### src/card_status_defines.vh
// constants for the card status, detect and byte-enable block
`ifndef CARD_STATUS_DEFINES_VH
`define CARD_STATUS_DEFINES_VH
// battery condition codes
`define BATT_GOOD 2'h0
`define BATT_WEAK 2'h1
`define BATT_DEAD 2'h2
// change flag bit positions
`define CHG_BATT_DEAD 0
`define CHG_BATT_WEAK 1
`define CHG_READY 2
`define CHG_DETECT 3
`define CHG_STATUS 4
`define CHG_RING 5
`define CHG_WIDTH 6
`define CHG_RESET 6'h00
// io read cycle states
`define RD_STATE_IDLE 4'h1
`define RD_STATE_ADDR 4'h2
`define RD_STATE_STROBE 4'h4
`define RD_STATE_DONE 4'h8
// io read timing (ns) and cycle counts at the clock rate
`define CLK_PERIOD_NS 40
`define RD_SETUP_NS 70
`define RD_WIDTH_NS 165
`define RD_SETUP_CYC ((`RD_SETUP_NS + `CLK_PERIOD_NS - 1) / `CLK_PERIOD_NS)
`define RD_WIDTH_CYC ((`RD_WIDTH_NS + `CLK_PERIOD_NS - 1) / `CLK_PERIOD_NS)
`endif

### src/pin_sync.v
// two-flop synchroniser for a group of card pins
`timescale 1ns/1ps
module pin_sync #(
   parameter WIDTH = 1,
   parameter [WIDTH-1:0] INIT = {WIDTH{1'b0}}
) (
   input wire mclk,
   input wire resetn,
   input wire [WIDTH-1:0] pin_in,
   output reg [WIDTH-1:0] pin_sync_out
);
   reg [WIDTH-1:0] meta_reg;
   always @(posedge mclk or negedge resetn) begin
      if (!resetn) begin
         meta_reg <= INIT;
         pin_sync_out <= INIT;
      end else begin
         meta_reg <= pin_in;
         pin_sync_out <= meta_reg;
      end
   end
endmodule // pin_sync

### src/card_status.v
// socket status decode, speaker merge, byte enables and io read with input ack
`timescale 1ns/1ps
`include "card_status_defines.vh"
module card_status (
   // clock and reset
   input wire mclk,
   input wire resetn,
   // configuration
   input wire io_mode,
   input wire ring_enable,
   input wire [`CHG_WIDTH-1:0] change_enable,
   input wire [`CHG_WIDTH-1:0] change_clear,
   // card pins, socket a
   input wire battery_detect_1_n,
   input wire battery_detect_2_n,
   input wire card_detect_a_n,
   input wire card_detect_b_n,
   input wire ready_pin,
   input wire input_ack_n,
   // speaker audio from socket b
   input wire speaker_audio_b,
   // host io read request
   input wire io_read_req,
   input wire byte_even,
   input wire byte_odd,
   // card strobes
   output reg card_enable_even_n,
   output reg card_enable_odd_n,
   output reg io_read_strobe_n,
   // host answers
   output reg io_read_done,
   output reg io_read_acked,
   // status
   output reg [1:0] battery_state,
   output reg card_present,
   output reg card_ready,
   output reg status_change_level,
   output reg ring_detect,
   output reg speaker_out,
   output reg [`CHG_WIDTH-1:0] change_flags
);
   // pins are raw levels despite the _n on active-low ones
   wire [5:0] sync_out;
   pin_sync #(.WIDTH(6), .INIT(6'h3F)) sync_pins (
      .mclk(mclk),
      .resetn(resetn),
      .pin_in({battery_detect_1_n, battery_detect_2_n, card_detect_a_n, card_detect_b_n, ready_pin, input_ack_n}),
      .pin_sync_out(sync_out)
   );
   wire detect1_s = sync_out[5];
   wire detect2_s = sync_out[4];
   wire cda_s = sync_out[3];
   wire cdb_s = sync_out[2];
   wire ready_s = sync_out[1];
   wire inack_s = sync_out[0];
   wire spk_b_s;
   pin_sync #(.WIDTH(1), .INIT(1'b0)) sync_spk (
      .mclk(mclk),
      .resetn(resetn),
      .pin_in(speaker_audio_b),
      .pin_sync_out(spk_b_s)
   );

   // battery decode, dead takes priority
   reg [1:0] batt_next;
   always @* begin
      if (!detect1_s)
         batt_next = `BATT_DEAD;
      else if (!detect2_s)
         batt_next = `BATT_WEAK;
      else
         batt_next = `BATT_GOOD;
   end
   wire present_next = !cda_s && !cdb_s;
   // io card pulls the shared line low for status change or ring
   wire status_chg_next = io_mode && !ring_enable && !detect1_s;
   wire ring_next = io_mode && ring_enable && !detect1_s;

   // previous values for edge detection on the synchronised copies
   reg batt_dead_prev_reg, batt_weak_prev_reg, ready_prev_reg, present_prev_reg, status_chg_prev_reg, ring_prev_reg;
   wire [`CHG_WIDTH-1:0] change_event;
   assign change_event[`CHG_BATT_DEAD] = !io_mode && ((batt_next == `BATT_DEAD) != batt_dead_prev_reg);
   assign change_event[`CHG_BATT_WEAK] = !io_mode && ((batt_next == `BATT_WEAK) != batt_weak_prev_reg);
   assign change_event[`CHG_READY] = !io_mode && (ready_s != ready_prev_reg);
   assign change_event[`CHG_DETECT] = present_next != present_prev_reg;
   assign change_event[`CHG_STATUS] = status_chg_next && !status_chg_prev_reg;
   assign change_event[`CHG_RING] = ring_next && !ring_prev_reg;

   always @(posedge mclk or negedge resetn) begin
      if (!resetn) begin
         battery_state <= `BATT_GOOD;
         card_present <= 1'b0;
         card_ready <= 1'b0;
         status_change_level <= 1'b0;
         ring_detect <= 1'b0;
         speaker_out <= 1'b0;
         change_flags <= `CHG_RESET;
         batt_dead_prev_reg <= 1'b0;
         batt_weak_prev_reg <= 1'b0;
         ready_prev_reg <= 1'b1;
         present_prev_reg <= 1'b0;
         status_chg_prev_reg <= 1'b0;
         ring_prev_reg <= 1'b0;
      end else begin
         battery_state <= io_mode ? `BATT_GOOD : batt_next;
         card_present <= present_next;
         card_ready <= !io_mode && ready_s;
         status_change_level <= status_chg_next;
         ring_detect <= ring_next;
         // socket a speaker only in io mode, socket b always; exclusive-or keeps both tones audible
         speaker_out <= (io_mode && detect2_s) ^ spk_b_s;
         batt_dead_prev_reg <= batt_next == `BATT_DEAD;
         batt_weak_prev_reg <= batt_next == `BATT_WEAK;
         ready_prev_reg <= ready_s;
         present_prev_reg <= present_next;
         status_chg_prev_reg <= status_chg_next;
         ring_prev_reg <= ring_next;
         // set wins over a clear in the same cycle
         change_flags <= (change_flags & ~change_clear) | (change_event & change_enable);
      end
   end

   // io read sequencer, one-hot states
   localparam [3:0] ST_IDLE = `RD_STATE_IDLE;
   localparam [3:0] ST_ADDR = `RD_STATE_ADDR;
   localparam [3:0] ST_STROBE = `RD_STATE_STROBE;
   localparam [3:0] ST_DONE = `RD_STATE_DONE;
   // counts round up to whole cycles, so the card never gets less than the minimum time
   localparam integer SETUP_CYC_INT = `RD_SETUP_CYC;
   localparam integer WIDTH_CYC_INT = `RD_WIDTH_CYC;
   localparam [7:0] SETUP_CYC = SETUP_CYC_INT[7:0];
   localparam [7:0] WIDTH_CYC = WIDTH_CYC_INT[7:0];
   reg [3:0] state_reg, state_next;
   reg [7:0] count_reg, count_next;
   reg ce_even_next, ce_odd_next, strobe_next, done_next, acked_reg, acked_next;
   always @* begin
      state_next = state_reg;
      count_next = count_reg;
      ce_even_next = 1'b1;
      ce_odd_next = 1'b1;
      strobe_next = 1'b1;
      done_next = 1'b0;
      acked_next = acked_reg;
      case (state_reg)
         ST_IDLE: begin
            if (io_read_req && io_mode && card_present && (byte_even || byte_odd)) begin
               state_next = ST_ADDR;
               count_next = SETUP_CYC - 8'h01;
               ce_even_next = !byte_even;
               ce_odd_next = !byte_odd;
               acked_next = 1'b0;
            end
         end
         ST_ADDR: begin
            ce_even_next = card_enable_even_n;
            ce_odd_next = card_enable_odd_n;
            if (count_reg == 8'h00) begin
               state_next = ST_STROBE;
               count_next = WIDTH_CYC - 8'h01;
               strobe_next = 1'b0;
            end else
               count_next = count_reg - 8'h01;
         end
         ST_STROBE: begin
            ce_even_next = card_enable_even_n;
            ce_odd_next = card_enable_odd_n;
            strobe_next = 1'b0;
            // ack only counts while the strobe is out at this address
            if (!inack_s)
               acked_next = 1'b1;
            if (count_reg == 8'h00) begin
               state_next = ST_DONE;
               strobe_next = 1'b1;
            end else
               count_next = count_reg - 8'h01;
         end
         ST_DONE: begin
            state_next = ST_IDLE;
            done_next = 1'b1;
         end
         default: begin
            state_next = ST_IDLE;
         end
      endcase
   end

   always @(posedge mclk or negedge resetn) begin
      if (!resetn) begin
         state_reg <= ST_IDLE;
         count_reg <= 8'h00;
         card_enable_even_n <= 1'b1;
         card_enable_odd_n <= 1'b1;
         io_read_strobe_n <= 1'b1;
         io_read_done <= 1'b0;
         acked_reg <= 1'b0;
         io_read_acked <= 1'b0;
      end else begin
         state_reg <= state_next;
         count_reg <= count_next;
         card_enable_even_n <= ce_even_next;
         card_enable_odd_n <= ce_odd_next;
         io_read_strobe_n <= strobe_next;
         io_read_done <= done_next;
         acked_reg <= acked_next;
         io_read_acked <= done_next & acked_next;
      end
   end
endmodule // card_status

### config.mk
export PLATFORM = sky130hd
export DESIGN_NAME = card_status
export DESIGN_NICKNAME = d
export VERILOG_FILES = /design/src/pin_sync.v /design/src/card_status.v
export VERILOG_INCLUDE_DIRS = /design/src /design/src/src
export SDC_FILE = /design/constraint.sdc
export NUM_CORES = 1
export LEC_CHECK = 0
export ABC_AREA = 1
export BUFFER_PORTS_ARGS = -buffer_cell sky130_fd_sc_hd__buf_2
export CELL_PAD_IN_SITES_DETAIL_PLACEMENT = 1
export CELL_PAD_IN_SITES_GLOBAL_PLACEMENT = 1
export CORE_MARGIN = 2
export CORE_UTILIZATION = 40
export DETAILED_ROUTE_END_ITERATION = 10
export GPL_TIMING_DRIVEN = 0
export PLACE_DENSITY = 0.89
export SYNTH_ARGS = -nofsm -noshare
export SYNTH_HDL_FRONTEND = slang
export SYNTH_SLANG_ARGS = --single-unit
### constraint.sdc
create_clock -name mclk -period 1.8 [get_ports mclk]
set_input_delay 0.09 -clock mclk [delete_from_list [all_inputs] [get_ports mclk]]
set_output_delay 0.09 -clock mclk [all_outputs]
set_load 0.1 [all_outputs]
==> metrics.txt <==
status=complete, no violations; synth top area cells=dfrtp_1, dfstp_2, nand2_1, inv_1, nor2_1; Final Cell Area=2570 sq um; slew of the pin with the lowest slew margin=1.02 ns; Layout Utilization=0.545; Worst setup EP type=flop; Worst EP required=1.99 ns; CP Class=reg2reg; YS warnings=0; maximum clock rate=592 MHz; clock power share=0.311; CTS Root Cell=clkbuf_8; Max Slew Vio Count=0; Comb power frac=0.274; Max FO, Critical Path=10; number of global-route vias before repair=1771; synthesized area=just under 2000 sq um; RSZ-0062 raised after global routing=false; Overall Power=2.96 mW; period utilisation layout=0.938; minimum clock period=1.69 ns; total CTS buffers=5; full die area=~5500 sq um; register area share after synthesis=0.623; drt via density=approximately 4.7; Die H=74.0 um; Yosys top cell by area=dfrtp_1; post-synthesis area per instance=9.30 sq um; Final #Nets=304; Seq pwr share=0.414; Leak Pwr=1.37 nW; Worst Skew=about 0.0047 ns; CP max stage cell=dfrtp_1; Setup WS pre-CTS=0.0768 ns; critical path launch point type=flop; IO Count=44; core region area=4720 sq um; H-tree depth=2; WP buf/inv=2; synthesized instance count=211; layout cell share with drive strength beyond 1=0.288; area delta synth->final=31.2%; Final ANT Viol Nets=0; HPWL after detailed placement=3.39 mm; largest net degree at the start of global routing=49; Yosys top cell area share=0.395; asr flop ratio synth=1.00; Slew HR=0.323; GRT overflow=0; RePlAce Congestion=0.738; NetSw=0.991 mW; Final WS setup=0.111 ns; flops & latches, synth=48; WHS=between 0.002 and 0.003 ns; Sw Share=0.335; DRT Pass-1 Iters=4; GRT Total Usage=0.212; initial antenna violation count=0; number of synthesized flops with an enable pin=0; WL final=slightly above 5 mm; Placed Instances=321; net count after synthesis=238; most frequent CP cell=nand2_1; cell internal pwr=1.97 mW; Row Count=25; Max-Cap Viols=0; DRC=0; maximum clock path buffer count=2; initial core utilization=0.415; max FFs per register=8; setup TNS=0 ns; count leader, synth=nand2_1; CTS tree=done; Wirelength per Cell=14.9 um; synth cell count leaders=nand2_1, inv_1, dfrtp_1; diodes inserted=0; pwr/cell area=1150 nW/um^2; Peak supply drop=0.639 mV; IO Port Bufs=43; top cell family by delay on the critical path=simple AND/OR/NAND/NOR gates; worst hold path type=in2reg; DIE WIDTH=74.0 um; post-CTS setup buffers=0; DRT iter0 DRCs=56; Worst-path clk slew=0.09 ns; final hold violation count=0; ys flop type=dfrtp_1; worst path arrival time=1.88 ns; clk sinks=48; Finish-stage setup viols=0; Max stage delay on crit path=0.42 ns; CP Cell Sequence=inv_1 > ha_4 > nand2_1 > nor2_2 > nand2_1 > nand2_1 > nor2_2 > buf_6 > nand2_1 > o21ai_2; Skew-Pair Late Insertion Delay=around 0.30 ns; vias post-DR=1611; wire length of the first global-routing pass=8.63 mm; Yosys cell types=21; Area after DPL=2260 sq um; fin cells=~350
## logic make-up (layout without fill, tap and decap cells)
group                    after synthesis  count (layout)  synth area share
AND/OR/NAND/NOR                      100             100             0.212
flip-flops                            48              48             0.623
buffers and inverters                 39             106            0.0784
AO/OA/AOI/OAI                         18              18            0.0574
XOR/XNOR                               5               5            0.0223
adder cells (fa/ha/maj)                1               1           0.00638
## final timing paths
| check | start | endpoint | slack, ns | cells past startpoint |
|---|---|---|---|---|
| worst max-delay path | count_reg[0] | count_reg[1] | 0.11 | 10 |
| worst min-delay path | change_enable[3] | change_flags[3] | 0.003 | 3 |
| worst max register to register | count_reg[0] | count_reg[1] | 0.11 | 10 |
| worst min register to register | sync_pins.meta_reg[2] | sync_pins.pin_sync_out[2] | 0.36 | 0 |
| max in group asynchronous | resetn | count_reg[5] | 0.67 | 2 |
| min in group asynchronous | resetn | sync_spk.meta_reg | 0.51 | 2 |
## layout by cell type (no fill, tap or decap)
cell,instances
nand3_2,1
xor2_1,3
buf_2,43
inv_1,34
inv_6,1
inv_2,4
xnor2_1,2
o21ai_2,2
o21bai_1,1
o21a_1,2
nor2_1,21
nand3_1,14
nor2_2,3
bufinv_16,2
dfrtp_1,31
ha_4,1
nand2_1,55
buf_6,1
nand4_1,4
clkbuf_8,5
dfstp_2,17
o2bb2ai_1,2
nor3_1,2
dlygate4sd3_1,16
o21ai_0,8
a21oi_1,3
## worst min-delay path, stage by stage
cell     delay (ns)
buf_2          0.08
nand2_1        0.04
o21ai_0        0.06
## routing by layer
layer | vias up | wire, um | share of wire | track usage
li1 | 778 | - | - | -
met1 | 797 | 2100 | 0.41 | 0.242
met2 | 28 | 2780 | 0.54 | 0.394
met3 | 8 | 168 | 0.033 | 0.0556
met4 | 0 | 82 | 0.016 | 0.0545
met5 | - | 0 | 0 | 0
## layout make-up
class	instances	area (sq um)
Fill cell	538	2150
Multi-Input combinational cell	124	601
Sequential cell	48	1220
Clock inverter	3	68.8
Tap cell	67	83.8
Clock buffer	5	68.8
Buffer	1	11.3
Timing Repair Buffer	59	375
Inverter	38	143
## power groups by stage
| stage | clock network (mW) | logic (mW) | registers [mW] |
|---|---|---|---|
| 4_1_cts | 0.944 | 0.770 | 1.22 |
| 5_1_grt | 0.984 | 0.889 | 1.23 |
| 6_report | 0.921 | 0.811 | 1.23 |
| 2_1_floorplan | 0 | 0.382 | 1.39 |
| 3_5_place_dp | 0 | 0.730 | 1.24 |
| 3_3_place_gp | 0 | 0.698 | 1.23 |
## repair_timing
item	4_1_cts	5_1_grt
hold buffers	16	0
hold endpoints to repair	20	0
endpoints found under the setup margin	0	9
gates resized for setup	0	5
Note: power is estimated with default switching activity, not from simulation.
